File: src/verilog/uir_cfg.svh
// Offsets, field positions, reset values and timing counts of the interrupt source block
`ifndef UIR_CFG_SVH
`define UIR_CFG_SVH

`define UIR_CLK_HZ        40000000
`define UIR_T128_NS       128000
`define UIR_T1024_NS      1024000
`define UIR_BRST_NS       256000
// Period counts round down, least detect time rounds up
`define UIR_T128_CYC      ((`UIR_T128_NS * (`UIR_CLK_HZ / 1000000)) / 1000)
`define UIR_T1024_DIV     (`UIR_T1024_NS / `UIR_T128_NS)
`define UIR_BRST_CYC      ((`UIR_BRST_NS * (`UIR_CLK_HZ / 1000000) + 999) / 1000)

`define UIR_IDX_PA_EN     8'h04
`define UIR_IDX_PB_EN     8'h05
`define UIR_IDX_PA_EDGE   8'h06
`define UIR_IDX_PB_EDGE   8'h07
`define UIR_IDX_GLB_EN    8'h20
`define UIR_IDX_EP_EN     8'h21
`define UIR_IDX_CTRL      8'h30
`define UIR_IDX_STATUS    8'h31
`define UIR_IDX_DEV_ADDR  8'h32
`define UIR_IDX_SPI_DATA  8'h33

`define UIR_GLB_SPI       3
`define UIR_GLB_T1024     2
`define UIR_GLB_T128      1
`define UIR_GLB_BRST      0
`define UIR_CTRL_PS2      0
`define UIR_ST_TCF        0
`define UIR_ST_COND       1
`define UIR_ST_EVENT      2
`define UIR_ST_LOCK       3

`define UIR_RST_BYTE      8'h00
`define UIR_RST_GLB       4'h0
`define UIR_RST_EP        3'h0
`define UIR_RST_ADDR      7'h00

`endif

File: src/verilog/uir_pkg.sv
// Types shared by the interrupt source block
package uir_pkg;
    typedef logic [7:0] uir_byte_t;
    typedef enum logic [1:0] {BRD_IDLE, BRD_COUNT, BRD_DETECT} uir_brd_state_t;
endpackage

File: src/verilog/uir_irq_sources.sv
// Interrupt sources: SPI, periodic timers, bus reset / PS/2, endpoints, GPIO pins
//
// Local design decision: the Wishbone slave port.
`timescale 1ns/100ps
`include "uir_cfg.svh"

module uir_irq_sources
    import uir_pkg::*;
#(
    parameter int T128_CYC = `UIR_T128_CYC,
    parameter int BRST_CYC = `UIR_BRST_CYC
) (
    input  wire logic        clk_i,             // 40 MHz clock
    input  wire logic        rst_i,             // Synchronous reset, high
    input  wire logic        wb_cyc_i,          // Wishbone cycle
    input  wire logic        wb_stb_i,          // Wishbone strobe
    input  wire logic        wb_we_i,           // Wishbone write
    input  wire logic [9:0]  wb_adr_i,          // Byte address
    input  wire logic [3:0]  wb_sel_i,          // Byte lanes
    input  wire logic [31:0] wb_dat_i,          // Write data
    output logic      [31:0] wb_dat_o,          // Read data
    output logic             wb_ack_o,          // Acknowledge
    input  wire logic        spi_byte_done_i,   // Pulse at last SPI edge
    input  wire logic [7:0]  spi_rx_byte_i,     // Received SPI byte
    input  wire logic        usb_dp_i,          // USB D+ level
    input  wire logic        usb_dm_i,          // USB D- level
    input  wire logic        ps2_data_pin_i,    // PS/2 data level
    input  wire logic [2:0]  ep_data_valid_i,   // Pulse: valid host data
    input  wire logic [2:0]  ep_data_any_i,     // Pulse: any data packet
    input  wire logic [2:0]  ep_ack_out_mode_i, // Level: endpoint in ACK OUT mode
    input  wire logic [2:0]  ep_nak_stall_i,    // Pulse: NAK or STALL sent
    input  wire logic [2:0]  ep_in_ack_i,       // Pulse: host ACK after IN
    input  wire logic        ctl_ep_setup_i,    // Pulse: mode set to accept SETUP
    input  wire logic        ctl_ep_zlp_i,      // Pulse: status-stage ZLP sent
    input  wire logic [7:0]  gpio_a_i,          // First GPIO port pins
    input  wire logic [7:0]  gpio_b_i,          // Second GPIO port pins
    output logic             irq_busrst_o,      // Bus reset / PS/2 pulse
    output logic             irq_t128_o,        // 128 us timer pulse
    output logic             irq_t1024_o,       // 1.024 ms timer pulse
    output logic      [2:0]  irq_ep_o,          // Endpoint pulses
    output logic             irq_spi_o,         // SPI pulse
    output logic             irq_gpio_o,        // Shared GPIO pulse
    output logic      [6:0]  usb_dev_addr_o     // USB device address
);

    ////////////////////////////////////////////////////////////////////////////
    // Register bus

    uir_byte_t      pa_en_ff, pb_en_ff, pa_edge_ff, pb_edge_ff;
    uir_byte_t      nxt_pa_en, nxt_pb_en, nxt_pa_edge, nxt_pb_edge;
    logic [3:0]     glb_en_ff, nxt_glb_en;
    logic [2:0]     ep_en_ff, nxt_ep_en;
    logic           ps2_mode_ff, nxt_ps2_mode;
    logic [6:0]     dev_addr_ff, nxt_dev_addr;
    uir_byte_t      spi_data_ff, nxt_spi_data;
    logic           tcf_ff, nxt_tcf;
    logic           ack_ff, nxt_ack;
    logic [31:0]    dat_ff, nxt_dat;
    logic           wr_fire, rd_fire;
    uir_byte_t      rd_val;
    logic [7:0]     idx;
    uir_brd_state_t st_ff, nxt_st;
    logic           bus_cond;
    logic           lock_ff;

    always_comb begin
        idx          = wb_adr_i[9:2];
        wr_fire      = wb_cyc_i & wb_stb_i & wb_we_i & ack_ff & wb_sel_i[0];
        rd_fire      = wb_cyc_i & wb_stb_i & ~wb_we_i & ack_ff;
        nxt_ack      = wb_cyc_i & wb_stb_i & ~ack_ff;
        nxt_pa_en    = pa_en_ff;
        nxt_pb_en    = pb_en_ff;
        nxt_pa_edge  = pa_edge_ff;
        nxt_pb_edge  = pb_edge_ff;
        nxt_glb_en   = glb_en_ff;
        nxt_ep_en    = ep_en_ff;
        nxt_ps2_mode = ps2_mode_ff;
        nxt_dev_addr = dev_addr_ff;
        nxt_spi_data = spi_data_ff;
        nxt_tcf      = tcf_ff;
        if (wr_fire) begin
            case (idx)
                `UIR_IDX_PA_EN:    nxt_pa_en = wb_dat_i[7:0];
                `UIR_IDX_PB_EN:    nxt_pb_en = wb_dat_i[7:0];
                `UIR_IDX_PA_EDGE:  nxt_pa_edge = wb_dat_i[7:0];
                `UIR_IDX_PB_EDGE:  nxt_pb_edge = wb_dat_i[7:0];
                `UIR_IDX_GLB_EN:   nxt_glb_en = wb_dat_i[3:0];
                `UIR_IDX_EP_EN:    nxt_ep_en = wb_dat_i[2:0];
                `UIR_IDX_CTRL:     nxt_ps2_mode = wb_dat_i[`UIR_CTRL_PS2];
                `UIR_IDX_DEV_ADDR: nxt_dev_addr = wb_dat_i[6:0];
                default: ;
            endcase
        end
        // Clear by reading the data; a new byte in the same cycle wins
        if (rd_fire && idx == `UIR_IDX_SPI_DATA) begin
            nxt_tcf = 1'b0;
        end
        if (spi_byte_done_i) begin
            nxt_spi_data = spi_rx_byte_i;
            nxt_tcf      = 1'b1;
        end
        if (st_ff == BRD_DETECT) begin
            nxt_dev_addr = `UIR_RST_ADDR;
        end
        // Pin enable and edge registers are write-only and read zero
        case (idx)
            `UIR_IDX_GLB_EN:   rd_val = {4'h0, glb_en_ff};
            `UIR_IDX_EP_EN:    rd_val = {5'h00, ep_en_ff};
            `UIR_IDX_CTRL:     rd_val = {7'h00, ps2_mode_ff};
            `UIR_IDX_STATUS:   rd_val = {4'h0, lock_ff, st_ff == BRD_DETECT, bus_cond, tcf_ff};
            `UIR_IDX_DEV_ADDR: rd_val = {1'b0, dev_addr_ff};
            `UIR_IDX_SPI_DATA: rd_val = spi_data_ff;
            default:           rd_val = `UIR_RST_BYTE;
        endcase
        nxt_dat = nxt_ack ? {24'h000000, rd_val} : 32'h00000000;
    end

    always_ff @(posedge clk_i) begin
        if (rst_i) begin
            pa_en_ff    <= `UIR_RST_BYTE;
            pb_en_ff    <= `UIR_RST_BYTE;
            pa_edge_ff  <= `UIR_RST_BYTE;
            pb_edge_ff  <= `UIR_RST_BYTE;
            glb_en_ff   <= `UIR_RST_GLB;
            ep_en_ff    <= `UIR_RST_EP;
            ps2_mode_ff <= 1'b0;
            dev_addr_ff <= `UIR_RST_ADDR;
            spi_data_ff <= `UIR_RST_BYTE;
            tcf_ff      <= 1'b0;
            ack_ff      <= 1'b0;
            dat_ff      <= 32'h00000000;
        end else begin
            pa_en_ff    <= nxt_pa_en;
            pb_en_ff    <= nxt_pb_en;
            pa_edge_ff  <= nxt_pa_edge;
            pb_edge_ff  <= nxt_pb_edge;
            glb_en_ff   <= nxt_glb_en;
            ep_en_ff    <= nxt_ep_en;
            ps2_mode_ff <= nxt_ps2_mode;
            dev_addr_ff <= nxt_dev_addr;
            spi_data_ff <= nxt_spi_data;
            tcf_ff      <= nxt_tcf;
            ack_ff      <= nxt_ack;
            dat_ff      <= nxt_dat;
        end
    end

    assign wb_ack_o       = ack_ff;
    assign wb_dat_o       = dat_ff;
    assign usb_dev_addr_o = dev_addr_ff;

    ////////////////////////////////////////////////////////////////////////////
    // Free-running timer

    logic [15:0] t_cnt_ff, nxt_t_cnt;
    logic [2:0]  t_sub_ff, nxt_t_sub;
    logic        tick128, tick1024;

    always_comb begin
        tick128   = (t_cnt_ff == 16'(T128_CYC - 1));
        tick1024  = tick128 && (t_sub_ff == 3'(`UIR_T1024_DIV - 1));
        nxt_t_cnt = tick128 ? 16'h0000 : t_cnt_ff + 16'h0001;
        nxt_t_sub = tick128 ? t_sub_ff + 3'h1 : t_sub_ff;
    end

    always_ff @(posedge clk_i) begin
        if (rst_i) begin
            t_cnt_ff <= 16'h0000;
            t_sub_ff <= 3'h0;
        end else begin
            t_cnt_ff <= nxt_t_cnt;
            t_sub_ff <= nxt_t_sub;
        end
    end

    ////////////////////////////////////////////////////////////////////////////
    // Bus reset / PS/2 activity detector

    logic [15:0] brd_cnt_ff, nxt_brd_cnt;
    logic        brd_fire;

    always_comb begin
        // PS/2 mode watches data low, USB mode watches SE0
        bus_cond    = ps2_mode_ff ? ~ps2_data_pin_i : (~usb_dp_i & ~usb_dm_i);
        nxt_st      = st_ff;
        nxt_brd_cnt = brd_cnt_ff;
        brd_fire    = 1'b0;
        case (st_ff)
            BRD_IDLE: begin
                if (bus_cond) begin
                    nxt_st      = BRD_COUNT;
                    nxt_brd_cnt = 16'h0001;
                end
            end
            BRD_COUNT: begin
                if (!bus_cond) begin
                    nxt_st = BRD_IDLE;
                end else if (brd_cnt_ff == 16'(BRST_CYC - 1)) begin
                    nxt_st   = BRD_DETECT;
                    brd_fire = ps2_mode_ff;
                end else begin
                    nxt_brd_cnt = brd_cnt_ff + 16'h0001;
                end
            end
            BRD_DETECT: begin
                // Firing right at the end keeps well inside the allowed lag
                if (!bus_cond) begin
                    nxt_st   = BRD_IDLE;
                    brd_fire = ~ps2_mode_ff;
                end
            end
            default: nxt_st = BRD_IDLE;
        endcase
    end

    always_ff @(posedge clk_i) begin
        if (rst_i) begin
            st_ff      <= BRD_IDLE;
            brd_cnt_ff <= 16'h0000;
        end else begin
            st_ff      <= nxt_st;
            brd_cnt_ff <= nxt_brd_cnt;
        end
    end

    ////////////////////////////////////////////////////////////////////////////
    // GPIO pin interrupt with single-pin lock

    logic [15:0] pin_all, pin_en, pin_act, pin_rise;
    logic [15:0] act_prev_ff, nxt_act_prev;
    logic [3:0]  lock_idx_ff, nxt_lock_idx;
    logic        nxt_lock, lock_rel, gpio_fire, hit;
    logic [3:0]  hit_idx;

    assign pin_all = {gpio_b_i, gpio_a_i};
    assign pin_en  = {pb_en_ff, pa_en_ff};

    for (genvar g = 0; g < 16; g++) begin : g_pin
        logic edge_sel;
        assign edge_sel    = (g < 8) ? pa_edge_ff[g % 8] : pb_edge_ff[g % 8];
        assign pin_act[g]  = edge_sel ? pin_all[g] : ~pin_all[g];
        assign pin_rise[g] = pin_en[g] & pin_act[g] & ~act_prev_ff[g];
    end

    always_comb begin
        nxt_act_prev = pin_act;
        hit          = 1'b0;
        hit_idx      = 4'h0;
        // Lowest pin wins when several trigger together
        for (int i = 15; i >= 0; i--) begin
            if (pin_rise[i]) begin
                hit     = 1'b1;
                hit_idx = 4'(i);
            end
        end
        lock_rel     = lock_ff & (~pin_act[lock_idx_ff] | ~pin_en[lock_idx_ff]);
        nxt_lock     = lock_ff & ~lock_rel;
        nxt_lock_idx = lock_idx_ff;
        gpio_fire    = 1'b0;
        if ((!lock_ff || lock_rel) && hit) begin
            nxt_lock     = 1'b1;
            nxt_lock_idx = hit_idx;
            gpio_fire    = 1'b1;
        end
    end

    always_ff @(posedge clk_i) begin
        if (rst_i) begin
            act_prev_ff <= 16'h0000;
            lock_ff     <= 1'b0;
            lock_idx_ff <= 4'h0;
        end else begin
            act_prev_ff <= nxt_act_prev;
            lock_ff     <= nxt_lock;
            lock_idx_ff <= nxt_lock_idx;
        end
    end

    ////////////////////////////////////////////////////////////////////////////
    // Interrupt outputs

    logic [2:0] ep_evt, nxt_irq_ep;
    logic       nxt_irq_busrst, nxt_irq_t128, nxt_irq_t1024, nxt_irq_spi;

    for (genvar e = 0; e < 3; e++) begin : g_ep
        logic own_evt;
        if (e == 0) begin : g_ctl
            assign own_evt = ctl_ep_setup_i | ctl_ep_zlp_i;
        end else begin : g_data
            assign own_evt = ep_in_ack_i[e];
        end
        // ACK OUT modes fire on any packet, even a bad CRC
        assign ep_evt[e] = ep_data_valid_i[e] | (ep_ack_out_mode_i[e] & ep_data_any_i[e])
                         | ep_nak_stall_i[e] | own_evt;
    end

    always_comb begin
        nxt_irq_busrst = brd_fire & glb_en_ff[`UIR_GLB_BRST];
        nxt_irq_t128   = tick128 & glb_en_ff[`UIR_GLB_T128];
        nxt_irq_t1024  = tick1024 & glb_en_ff[`UIR_GLB_T1024];
        nxt_irq_spi    = spi_byte_done_i & glb_en_ff[`UIR_GLB_SPI];
        nxt_irq_ep     = ep_evt & ep_en_ff;
    end

    always_ff @(posedge clk_i) begin
        if (rst_i) begin
            irq_busrst_o <= 1'b0;
            irq_t128_o   <= 1'b0;
            irq_t1024_o  <= 1'b0;
            irq_spi_o    <= 1'b0;
            irq_ep_o     <= 3'h0;
            irq_gpio_o   <= 1'b0;
        end else begin
            irq_busrst_o <= nxt_irq_busrst;
            irq_t128_o   <= nxt_irq_t128;
            irq_t1024_o  <= nxt_irq_t1024;
            irq_spi_o    <= nxt_irq_spi;
            irq_ep_o     <= nxt_irq_ep;
            irq_gpio_o   <= gpio_fire;
        end
    end

    ////////////////////////////////////////////////////////////////////////////
    // Checks

    logic [15:0] gap_ff;
    logic        gap_seen_ff;
    always_ff @(posedge clk_i) begin
        if (rst_i) begin
            gap_ff      <= 16'h0000;
            gap_seen_ff <= 1'b0;
        end else begin
            gap_ff      <= tick128 ? 16'h0000 : gap_ff + 16'h0001;
            gap_seen_ff <= gap_seen_ff | tick128;
        end
    end
endmodule

File: config.mk
export PLATFORM = sky130hd
export DESIGN_NAME = uir_irq_sources
export DESIGN_NICKNAME = d
export VERILOG_FILES = /design/src/verilog/uir_pkg.sv /design/src/verilog/uir_irq_sources.sv
export VERILOG_INCLUDE_DIRS = /design/src /design/src/verilog
export SDC_FILE = /design/constraint.sdc
export NUM_CORES = 1
export LEC_CHECK = 0
export BUFFER_PORTS_ARGS = -buffer_cell sky130_fd_sc_hd__buf_2
export CAP_MARGIN = 30
export CELL_PAD_IN_SITES_DETAIL_PLACEMENT = 1
export CELL_PAD_IN_SITES_GLOBAL_PLACEMENT = 1
export CORE_ASPECT_RATIO = 1.5
export CORE_UTILIZATION = 40
export DETAILED_ROUTE_END_ITERATION = 10
export PLACE_DENSITY_LB_ADDON = 0.1
export SYNTH_ARGS = -nofsm -noshare
export SYNTH_HDL_FRONTEND = slang
export SYNTH_SLANG_ARGS = --single-unit
File: constraint.sdc
create_clock -name clk_i -period 2.7 [get_ports clk_i]
set_clock_uncertainty 0.15 [all_clocks]
set_input_delay 0.54 -clock clk_i [delete_from_list [all_inputs] [get_ports clk_i]]
set_output_delay 0.54 -clock clk_i [all_outputs]
set_load 0.05 [all_outputs]
After elaboration in Yosys (flattened, before gate mapping)
Cells that the tools add are included.
{ "totals": {"elab_cells": 245, "regBits": 155} }
{ "classes": {"n_eq_ne": 20, "mux": 71, "magnitude_cmp": 1, "n_addsub": 3, "n_reduce_logical": 21, "n_bitwise": 103} }
{ "ops": {"columns": ["operator", "n"], "rows": [
  ["4-bit two-way mux", 16],
  ["1-bit bitwise AND", 49],
  ["8-bit by 6-bit equality test with 1-bit output (second input constant)", 6],
  ["16-bit two-way mux", 3],
  ["8-bit one-hot mux with 6 select lines", 1],
  ["1-bit two-way mux", 42],
  ["1-bit inverter", 42],
  ["16-bit by 1-bit adder with 16-bit output (second input constant)", 2],
  ["8-bit by 3-bit equality test with 1-bit output (second input constant)", 4],
  ["16-bit one-hot mux with 2 select lines", 1],
  ["16-bit by 13-bit equality test with 1-bit output (second input constant)", 1],
  ["16-bit by 14-bit equality test with 1-bit output (second input constant)", 1],
  ["2-bit AND reduction", 8],
  ["1-bit bitwise OR", 11],
  ["1-bit binary-select mux with 4-bit select", 2],
  ["2-bit two-way mux", 4],
  ["2-bit != test (second input constant)", 4],
  ["2-bit one-hot mux with 3 select lines", 1],
  ["2-bit OR reduction", 3],
  ["4-bit by 5-bit less-than comparator with 1-bit output (second input constant)", 1],
  ["4-bit AND reduction", 1],
  ["2-bit nonzero test", 2],
  ["3-bit by 1-bit adder with 3-bit output (second input constant)", 1],
  ["3-bit bitwise AND", 1],
  ["10 further kinds", 12]
]} }

Logic depth before layout (Yosys ltp)
Gate-level depths: netlist (run 1).
{ "logic_depth": {"ltp_word": 22, "depth_mapped": 9, "ltp_nobuf": 8} }

Worst setup path before layout (run 1)
No wires, ideal clock.
{ "synth_path": {"kind": "input-to-reg", "from": "input port wb_adr_i[5]", "to": "register dev_addr_ff[1] (netlist: usb_dev_addr_o[1])", "slack_ns": 0.463, "setup_time_ns": 0.122, "t_arrival_ns": 1.964, "required_ns": 2.428, "cell_stages": 6, "path_buffers": 0, "cell_sequence": "or3_4 nor3b_4 nand2_4 nor3_4 mux2i_1 nor2_1"} }
{ "synth_via": {"elab_chain_len": 2} }
{ "synth_lines": {"columns": ["item", "line", "source"], "rows": [
  ["start: declaration", "uir_irq_sources.sv:18", "input wire logic [9:0] wb_adr_i,"],
  ["8-bit by 6-bit equality test with 1-bit output", "uir_irq_sources.sv:82", "case (idx)"],
  ["2-bit AND reduction (no source line)", null, null],
  ["end signal: assignment", "uir_irq_sources.sv:127", "dev_addr_ff <= `UIR_RST_ADDR;"],
  ["end signal: assignment", "uir_irq_sources.sv:140", "dev_addr_ff <= nxt_dev_addr;"],
  ["end: declaration", "uir_irq_sources.sv:54", "logic [6:0] dev_addr_ff, nxt_dev_addr;"]
]} }
No other way between the ends.
A chain may end at the register's enable or synchronous reset.

Worst setup path in the final report (run 1)
{ "layout_path": {"from": "register t_cnt_ff[0]", "to": "register t_cnt_ff[14]"} }
{ "layout_via": {"elab_chain_len": 2, "word_cells_on_any_way": 3} }
{ "layout_lines": {"columns": ["item", "line", "source"], "rows": [
  ["start: declaration", "uir_irq_sources.sv:155", "logic [15:0] t_cnt_ff, nxt_t_cnt;"],
  ["start signal: assignment", "uir_irq_sources.sv:171", "t_cnt_ff <= nxt_t_cnt;"],
  ["branches (longest 2 deep; another with 16-bit by 1-bit adder with 16-bit output)", null, null]
]} }
Several ways; the timed one is not identified.

==> results.py, run 1 <==
metrics = {
    "worst_setup_path": {
        "cpPeakStageDelay_ns": 0.45,
        "crit_chain": "ha_1, nand2_1, nor4_2, and4b_1, or2_1, nor2_1",
        "end_kind": "flop",
        "worstSetupStartpointType": "flop",
        "r2r_cells": 6,
        "crit_buf_inv": 0,
        "crit_required_ns": 2.84,
        "crit_slowest_cell": "or2_1",
        "worst_ep_arrival_time_ns": 2.50,
        "crit_type": "flop to flop",
        "cpLargestDelayFamily": "simple AND/OR/NAND/NOR gates",
        "crit_cells": 6,
        "path_max_fanout": 14,
    },
    "place": {
        "port_buffers": 89,
        "hpwl_mm": 12.40,
        "gp_congestion": 0.8059,
        "placed_cells": 943,
    },
    "finish": {
        "utilization": 0.4943,
        "final_common_cell": "dfxtp_1",
        "layout_common_cells": "dfxtp_1 (131), nor2_1 (121), buf_2 (89)",
        "drive_gt1_frac": 0.1954,
        "area_growth_syn_to_layout_pct": 19.87,
        "stdcell_count": 975,
        "layout.nets": 869,
    },
    "yosys": {
        "synth.avg_cell_area_sq_um": 8.997,
        "synthCells": 672,
        "synth_seq_area_share": 0.4338,
        "synth.distinct_cells": 58,
        "async_reset_ff_frac": 0,
        "synth_edf_count": 0,
        "yosys_most_used_dff": "dfxtp_1",
        "synth_seq_cells": 131,
        "yosysWarnings": 0,
        "netlist_area_sq_um": 6046,
    },
    "drt": {
        "avgViaCountPerCell": 5.106,
        "ant_nets": 0,
        "drt_iter0_markers": 127,
        "drt_first_pass_iters": 4,
        "via_count": 4978,
        "wl_per_cell_um": 16.93,
        "drt_wl_total_mm": 16.51,
        "drc_errors": 0,
    },
    "sta": {
        "grt_setup_unrepaired": "false",
        "relSlewSlack": 0.6069,
        "hold_slack_ns": 0.2164,
        "tightest_slew_ns": 0.5883,
        "tns_ns": 0,
        "finalSetupViolations": 0,
        "period_share": 0.8760,
        "finalHoldViolations": 0,
        "max_freq_ghz": 0.4228,
        "period_needed_ns": 2.365,
        "slew_violations": 0,
    },
    "clock_network": {
        "cts_root_buf": "clkbuf_16",
        "insertion_delay_ns": 0.41,
        "cts_sinks": 131,
        "cts.path.max_buffers": 2,
        "clkSlewWorstSetupHoldPaths_ns": 0.06,
        "cts_buffers": 17,
        "cts_max_level": 4,
        "hold_buffers": 0,
        "cts_resized": 0,
        "tritoncts": "built",
        "post-cts-setup-buffers": 0,
    },
    "power": {
        "p_total_uw": 4614,
        "p_per_area_nw_per_um2": 636.7,
        "peakVddDrop_mv": 0.4408,
        "leakage_uw": 0.003105,
    },
    "floorplanning": {
        "start_util": 0.4124,
        "die_x_um": 102.4,
        "coreArea_sq_um": 14660,
        "ioPinCount": 144,
        "num_rows": 54,
        "die_h_um": 152.6,
        "die_area_sq_um": 15620,
    },
    "grt": {
        "grt_max_degree": 41,
        "antenna_found_initial": 0,
        "grt_pass1_vias": 5286,
        "overflow": 0,
        "grtUsageTotal": 0.2221,
        "grt_pass1_wl_mm": 26.17,
    },
    "run": {
        "drv_cap": 0,
    },
    "status": {
        "status": "completed",
    },
    "hold_path": {
        "hold_path_class": "input port to flop",
        "hold_depth": 3,
    },
}
## synthesized netlist by cell type, types with 12 or more instances
library cell    n  area, sq um
xor2_1         38        332.8
clkbuf_1       21        78.83
a21oi_1        21        105.1
mux2i_1        58        580.6
nand2b_1       12        75.07
nand2_1        51        191.4
nor2_1        121        454.2
buf_4          24        180.2
nand3_1        23        115.1
nor3_1         17        85.08
dfxtp_1       131         2623
nor3b_1        12        90.09
inv_1          13        48.80
## final timing paths
check | to | start | slack (ns)
setup reg to reg | t_cnt_ff[14]$_SDFF_PP0_ | t_cnt_ff[0]$_SDFF_PP0_ | 0.33
hold / removal | spi_data_ff[0]$_SDFFE_PP0P_ | spi_rx_byte_i[0] | 0.22
setup / recovery | t_cnt_ff[14]$_SDFF_PP0_ | t_cnt_ff[0]$_SDFF_PP0_ | 0.33
hold reg to reg | wb_dat_o[7]$_SDFF_PP0_ | spi_data_ff[7]$_SDFFE_PP0P_ | 0.30
## sequential cells by signal, summed over array words and instances (netlist names), 2 cells and up
register and cells:
act_prev_ff 16, brd_cnt_ff 16, ep_en_ff 3, glb_en_ff 4, irq_ep_o 3, lock_idx_ff 4, pa_edge_ff 8, pa_en_ff 8
pb_edge_ff 8, pb_en_ff 8, spi_data_ff 8, st_ff 2, t_cnt_ff 16, t_sub_ff 3, usb_dev_addr_o 7, wb_dat_o 8
## per-stage QoR
stage / setup WS, ns / area [sq um]
global route: 0.1025 / 7244
CTS: 0.2655 / 7244
floorplan: 0.4632 / 6132
finish: 0.3348 / 7247
detailed placement: 0.1521 / 6643
global placement: 0.2101 / 6643
## where the power goes
part           switching, uW  leakage [uW]  internal, uW  total [uW]
combinational            212       0.00174          87.5         300
clock                    825      0.000298          1510        2340
sequential              15.6       0.00106          1960        1980
total                   1050       0.00311          3560        4610
## cells by family after synthesis
group | Yosys count | share of synthesized area
adders and majority gates | 7 | 0.01449
muxes | 61 | 0.1035
xor gates and xnor gates | 49 | 0.07098
AOI/OAI and AO/OA | 70 | 0.08154
DFF | 131 | 0.4338
buffers and inverters | 65 | 0.05650
other | 1 | 0.0006203
and+or+nand+nor | 288 | 0.2386
## routing by layer
| metal | up-vias | track usage | wire, um |
|---|---|---|---|
| met5 | - | 0 | 0 |
| met4 | 0 | 0.07143 | 222 |
| met3 | 14 | 0.05275 | 484 |
| met2 | 77 | 0.4139 | 9290 |
| met1 | 2435 | 0.2385 | 6511 |
| li1 | 2452 | - | - |
## layout make-up
type	count	area [sq um]
fill	1760	7415
clock inverter	10	131.4
sequential	131	2623
inverter	13	48.80
clock buffer	21	470.5
tap	196	245.2
timing repair buffer	104	558.0
multi-input combinational	499	3168
antenna	1	2.502
## worst register-to-register path, delay by kind of cell (launching register included)
family                     cells  cell delay (ns)
adders and majority gates      1             0.21
DFF                            1             0.35
and+or+nand+nor                5             1.53
Note: power is estimated with default switching activity, not from simulation.
==> inputs of run 2 (changes only) <==
CAP_MARGIN = unset   (was 30)
CORE_ASPECT_RATIO = unset   (was 1.5)
==> results.py, run 2 (synthesis gave the netlist of run 1 again) <==
metrics = {
    "power": {
        "clockPowerShare": 0.479,
        "pwr-share-seq": 0.452,
        "netSwitchingFraction": 0.2620,
        "leakage_uw": 0.003048,
        "p_per_area_nw_per_um2": 610.5,
        "p_int_uw": 3225,
        "p_sw_uw": 1145,
        "comb_power_share": 0.069,
        "peakVddDrop_mv": 0.4034,
    },
    "floorplanning": {
        "die_h_um": 124.9,
        "die_area_sq_um": 15610,
        "num_rows": 44,
        "coreArea_sq_um": 14640,
        "die_x_um": 124.9,
        "start_util": 0.4129,
        "ioPinCount": 144,
    },
    "sta": {
        "tightest_slew_ns": 0.5672,
        "finalSetupViolations": 0,
        "period_share": 0.8757,
        "slew_violations": 0,
        "max_freq_ghz": 0.4230,
        "grt_setup_unrepaired": "false",
        "tns_ns": 0,
        "period_needed_ns": 2.364,
        "finalHoldViolations": 0,
        "hold_slack_ns": 0.2090,
        "relSlewSlack": 0.6184,
    },
    "finish": {
        "reg.largest.list": "act_prev_ff x16, brd_cnt_ff x16, t_cnt_ff x16",
        "area_growth_syn_to_layout_pct": 18.40,
        "drive_gt1_frac": 0.1967,
        "utilization": 0.4888,
        "layout.nets": 868,
        "layout_common_cells": "dfxtp_1 (131), nor2_1 (121), buf_2 (89)",
        "stdcell_count": 962,
        "nFillCells": 1748,
        "antennaDiodeCount": 0,
        "final_common_cell": "dfxtp_1",
    },
    "clock_network": {
        "cts_resized": 0,
        "cts_buffers": 17,
        "cts_root_buf": "clkbuf_16",
        "cts_sinks": 131,
        "clkSlewWorstSetupHoldPaths_ns": 0.06,
        "hold_buffers": 0,
        "tritoncts": "built",
        "post-cts-setup-buffers": 0,
        "cts_max_level": 4,
        "insertion_delay_ns": 0.42,
        "cts.path.max_buffers": 2,
    },
    "worst_setup_path": {
        "crit_type": "flop to flop",
        "crit_slowest_cell": "or2_1",
        "worst_ep_arrival_time_ns": 2.50,
        "rrSetupSlack_ns": 0.34,
        "crit_buf_inv": 0,
        "end_kind": "flop",
        "r2r-end": "t_cnt_ff[13]$_SDFF_PP0_",
        "path_max_fanout": 14,
        "crit_chain": "ha_1, nand2_1, nor4_2, and4b_1, or2_1, nor2_1",
        "cpLargestDelayFamily": "simple AND/OR/NAND/NOR gates",
        "rr_startpoint": "t_cnt_ff[0]$_SDFF_PP0_",
        "cpPeakStageDelay_ns": 0.46,
        "crit_required_ns": 2.84,
        "worstSetupStartpointType": "flop",
        "r2r_cells": 6,
    },
    "place": {
        "gp_congestion": 0.8270,
        "port_buffers": 89,
        "placed_cells": 930,
        "hpwl_mm": 11.49,
    },
    "grt": {
        "antenna_found_initial": 0,
        "grt_pass1_vias": 5230,
        "overflow": 0,
        "grt_pass1_wl_mm": 26.12,
        "grtUsageTotal": 0.2122,
        "grt_max_degree": 40,
    },
    "drt": {
        "via_count": 4980,
        "ant_nets": 0,
        "drc_errors": 16,
        "avgViaCountPerCell": 5.177,
        "drt_first_pass_iters": 7,
        "drt_iter0_markers": 205,
        "drt_wl_total_mm": 15.72,
        "wl_per_cell_um": 16.34,
    },
    "run": {
        "drv_cap": 0,
    },
    "hold_path": {
        "hold_path_class": "input port to flop",
        "holdCritStartpoint": "spi_rx_byte_i[2]",
        "hold_depth": 3,
        "holdPathEnd": "spi_data_ff[2]$_SDFFE_PP0P_",
    },
    "status": {
        "violations": "design-rule violations",
        "status": "complete, but fails checks",
    },
}
-- run 2: changes by cell type in the layout (fill, tap and decap cells not counted) --
cell and delta:
clkbuf_8 -3, buf_4 -1, diode_2 -1, clkinv_4 +3, inv_6 +2, clkbuf_1 -1, bufinv_16 -3, clkinvlp_4 +5
clkinv_2 -2
-- run 2: power groups by stage --
stage,clock network (uW),registers (uW),logic (uW)
2_1_floorplan,0,2020,219
3_3_place_gp,0,2020,295
3_5_place_dp,0,2020,302
4_1_cts,2140,1980,303
5_1_grt,2230,1980,325
6_report,2090,1980,300
-- run 2: layer usage --
metal,up-vias,share of wire,track usage
met5,-,0,0
met4,0,0.019,0.06958
met3,23,0.027,0.04536
met2,79,0.50,0.3757
met1,2424,0.46,0.2559
li1,2454,-,-
-- run 2: final cells by class --
| class | count | area [sq um] | share of cell area |
|---|---|---|---|
| Clock inverter | 15 | 112.6 | 0.01573 |
| Timing Repair Buffer | 103 | 550.5 | 0.07691 |
| Clock buffer | 17 | 425.4 | 0.05943 |
| Multi-Input combinational cell | 499 | 3168 | 0.4426 |
| Tap cell | 184 | 230.2 | 0.03216 |
| Sequential cell | 131 | 2623 | 0.3664 |
| Inverter | 13 | 48.80 | 0.006817 |
-- run 2: stage by stage --
step | cell area, sq um | power (uW) | setup WS [ns]
floorplan | 6132 | 2236 | 0.4632
global placement | 6620 | 2312 | 0.2235
global route | 7158 | 4530 | 0.1414
CTS | 7158 | 4423 | 0.3018
finish | 7158 | 4370 | 0.3357
detailed placement | 6620 | 2321 | 0.1692
-- run 2: tightest hold or removal path, delay by kind of cell --
kind	cells	cell delay (ns)
buffers and inverters	1	0.08
muxes	1	0.06
and+or+nand+nor	1	0.07
-- run 2: worst max path at each step --
stage | depth (start not counted) | endpoint | startpoint
finish | 6 | t_cnt_ff[13]$_SDFF_PP0_ | t_cnt_ff[0]$_SDFF_PP0_
CTS | 6 | t_cnt_ff[7]$_SDFF_PP0_ | t_cnt_ff[0]$_SDFF_PP0_
global route | 6 | t_cnt_ff[3]$_SDFF_PP0_ | t_cnt_ff[0]$_SDFF_PP0_
detailed placement | 7 | usb_dev_addr_o[5]$_SDFFE_PP0P_ | wb_adr_i[5]
floorplan | 6 | usb_dev_addr_o[1]$_SDFFE_PP0P_ | wb_adr_i[5]
global placement | 7 | usb_dev_addr_o[0]$_SDFFE_PP0P_ | wb_adr_i[5]
==> inputs of run 3 (changes only) <==
BUFFER_PORTS_ARGS = -buffer_cell sky130_fd_sc_hd__buf_4   (was -buffer_cell sky130_fd_sc_hd__buf_2)
==> results.py, run 3 (synthesis gave the netlist of run 1 again) <==
metrics = {
    "floorplanning": {
        "die_h_um": 124.9,
        "die_area_sq_um": 15610,
        "die_x_um": 124.9,
        "num_rows": 44,
        "ioPinCount": 144,
        "coreArea_sq_um": 14640,
        "start_util": 0.4129,
    },
    "clock_network": {
        "cts_max_level": 4,
        "cts_resized": 0,
        "cts_buffers": 17,
        "insertion_delay_ns": 0.42,
        "tritoncts": "built",
        "cts_sinks": 131,
        "hold_buffers": 0,
        "clkSlewWorstSetupHoldPaths_ns": 0.06,
        "post-cts-setup-buffers": 0,
        "cts_root_buf": "clkbuf_16",
        "cts.path.max_buffers": 2,
    },
    "sta": {
        "max_freq_ghz": 0.4239,
        "period_needed_ns": 2.359,
        "period_share": 0.8737,
        "tightest_slew_ns": 1.074,
        "slew_violations": 0,
        "tns_ns": 0,
        "finalHoldViolations": 0,
        "relSlewSlack": 0.2827,
        "grt_setup_unrepaired": "false",
        "finalSetupViolations": 0,
    },
    "drt": {
        "drt_first_pass_iters": 7,
        "drt_iter0_markers": 198,
        "via_count": 5017,
        "drc_errors": 16,
        "ant_nets": 0,
        "avgViaCountPerCell": 5.242,
        "wl_per_cell_um": 16.93,
        "drt_wl_total_mm": 16.20,
    },
    "finish": {
        "register_area_sq_um": 2623,
        "drive_gt1_frac": 0.1902,
        "nFillCells": 1744,
        "layout_common_cells": "dfxtp_1 (131), nor2_1 (121), buf_4 (100)",
        "reg.largest.list": "act_prev_ff x16, brd_cnt_ff x16, t_cnt_ff x16",
        "utilization": 0.5035,
        "stdcell_count": 957,
        "multi_input_area_sq_um": 3168,
        "layout.nets": 865,
        "final_common_cell": "dfxtp_1",
        "antennaDiodeCount": 0,
        "area_growth_syn_to_layout_pct": 21.96,
    },
    "status": {
        "violations": "design-rule violations",
        "status": "complete, but fails checks",
    },
    "grt": {
        "overflow": 0,
        "antenna_found_initial": 0,
        "grt_pass1_vias": 5383,
        "grt_max_degree": 45,
        "grt_pass1_wl_mm": 26.74,
        "grtUsageTotal": 0.2176,
    },
    "worst_setup_path": {
        "end_kind": "flop",
        "worst_ep_arrival_time_ns": 2.50,
        "crit_type": "flop to flop",
        "crit_required_ns": 2.84,
        "worstSetupStartpointType": "flop",
        "path_max_fanout": 14,
    },
    "place": {
        "gp_congestion": 0.8080,
        "hpwl_mm": 11.60,
        "placed_cells": 927,
        "port_buffers": 89,
    },
    "hold_path": {
        "hold_path_class": "input port to flop",
    },
    "run": {
        "drv_cap": 0,
    },
    "power": {
        "leakage_uw": 0.003109,
        "p_per_area_nw_per_um2": 607.7,
        "peakVddDrop_mv": 0.4301,
        "p_total_uw": 4481,
    },
}
run 3: per-layer routing:
metal  global-route usage  share of wire  vias to the layer above
li1                     -              -                     2446
met1               0.2516           0.44                     2470
met2               0.3952           0.51                       82
met3              0.04664          0.033                       19
met4              0.07819          0.016                        0
met5                    0              0                        -
run 3: stage by stage:
| step | worst slack [ns] | area (sq um) | hold slack, ns |
|---|---|---|---|
| final | 0.3410 | 7373 | 0.2061 |
| after global routing | 0.1031 | 7373 | 0.2203 |
| after CTS | 0.3118 | 7373 | 0.1950 |
| after detailed placement | 0.1574 | 6820 | 0.2928 |
| after global placement | 0.2670 | 6820 | 0.2764 |
| after floorplan | 0.4632 | 6132 | 0.2590 |
run 3: report_power, final:
part	internal, uW	switching (uW)	total (uW)
Combinational	112	212	324
Sequential	1960	15.8	1980
Clock	1320	857	2180
run 3: path summary, 6_finish.rpt:
kind | from | to | slack [ns] | cells past startpoint
hold reg to reg | spi_data_ff[7]$_SDFFE_PP0P_ | wb_dat_o[7]$_SDFF_PP0_ | 0.30 | 2
setup reg to reg | t_cnt_ff[0]$_SDFF_PP0_ | t_cnt_ff[9]$_SDFF_PP0_ | 0.34 | 6
setup / recovery | t_cnt_ff[0]$_SDFF_PP0_ | t_cnt_ff[9]$_SDFF_PP0_ | 0.34 | 6
hold / removal | spi_rx_byte_i[3] | spi_data_ff[3]$_SDFFE_PP0P_ | 0.21 | 3
run 3: worst max-delay path, cell delays in order (launching register included):
cell     delay, ns
dfxtp_1       0.35
ha_1          0.21
nand2_1       0.10
nor4_2        0.45
and4b_1       0.41
or2_1         0.45
nor2_1        0.10
run 3: final cells by class:
class	instances	share of cell area
clock buffers	21	0.06380
inverters	13	0.006618
flip-flops and latches	131	0.3557
repair buffers	100	0.1018
multi-input cells	499	0.4297
clock inverters	9	0.01120
well taps	184	0.03122
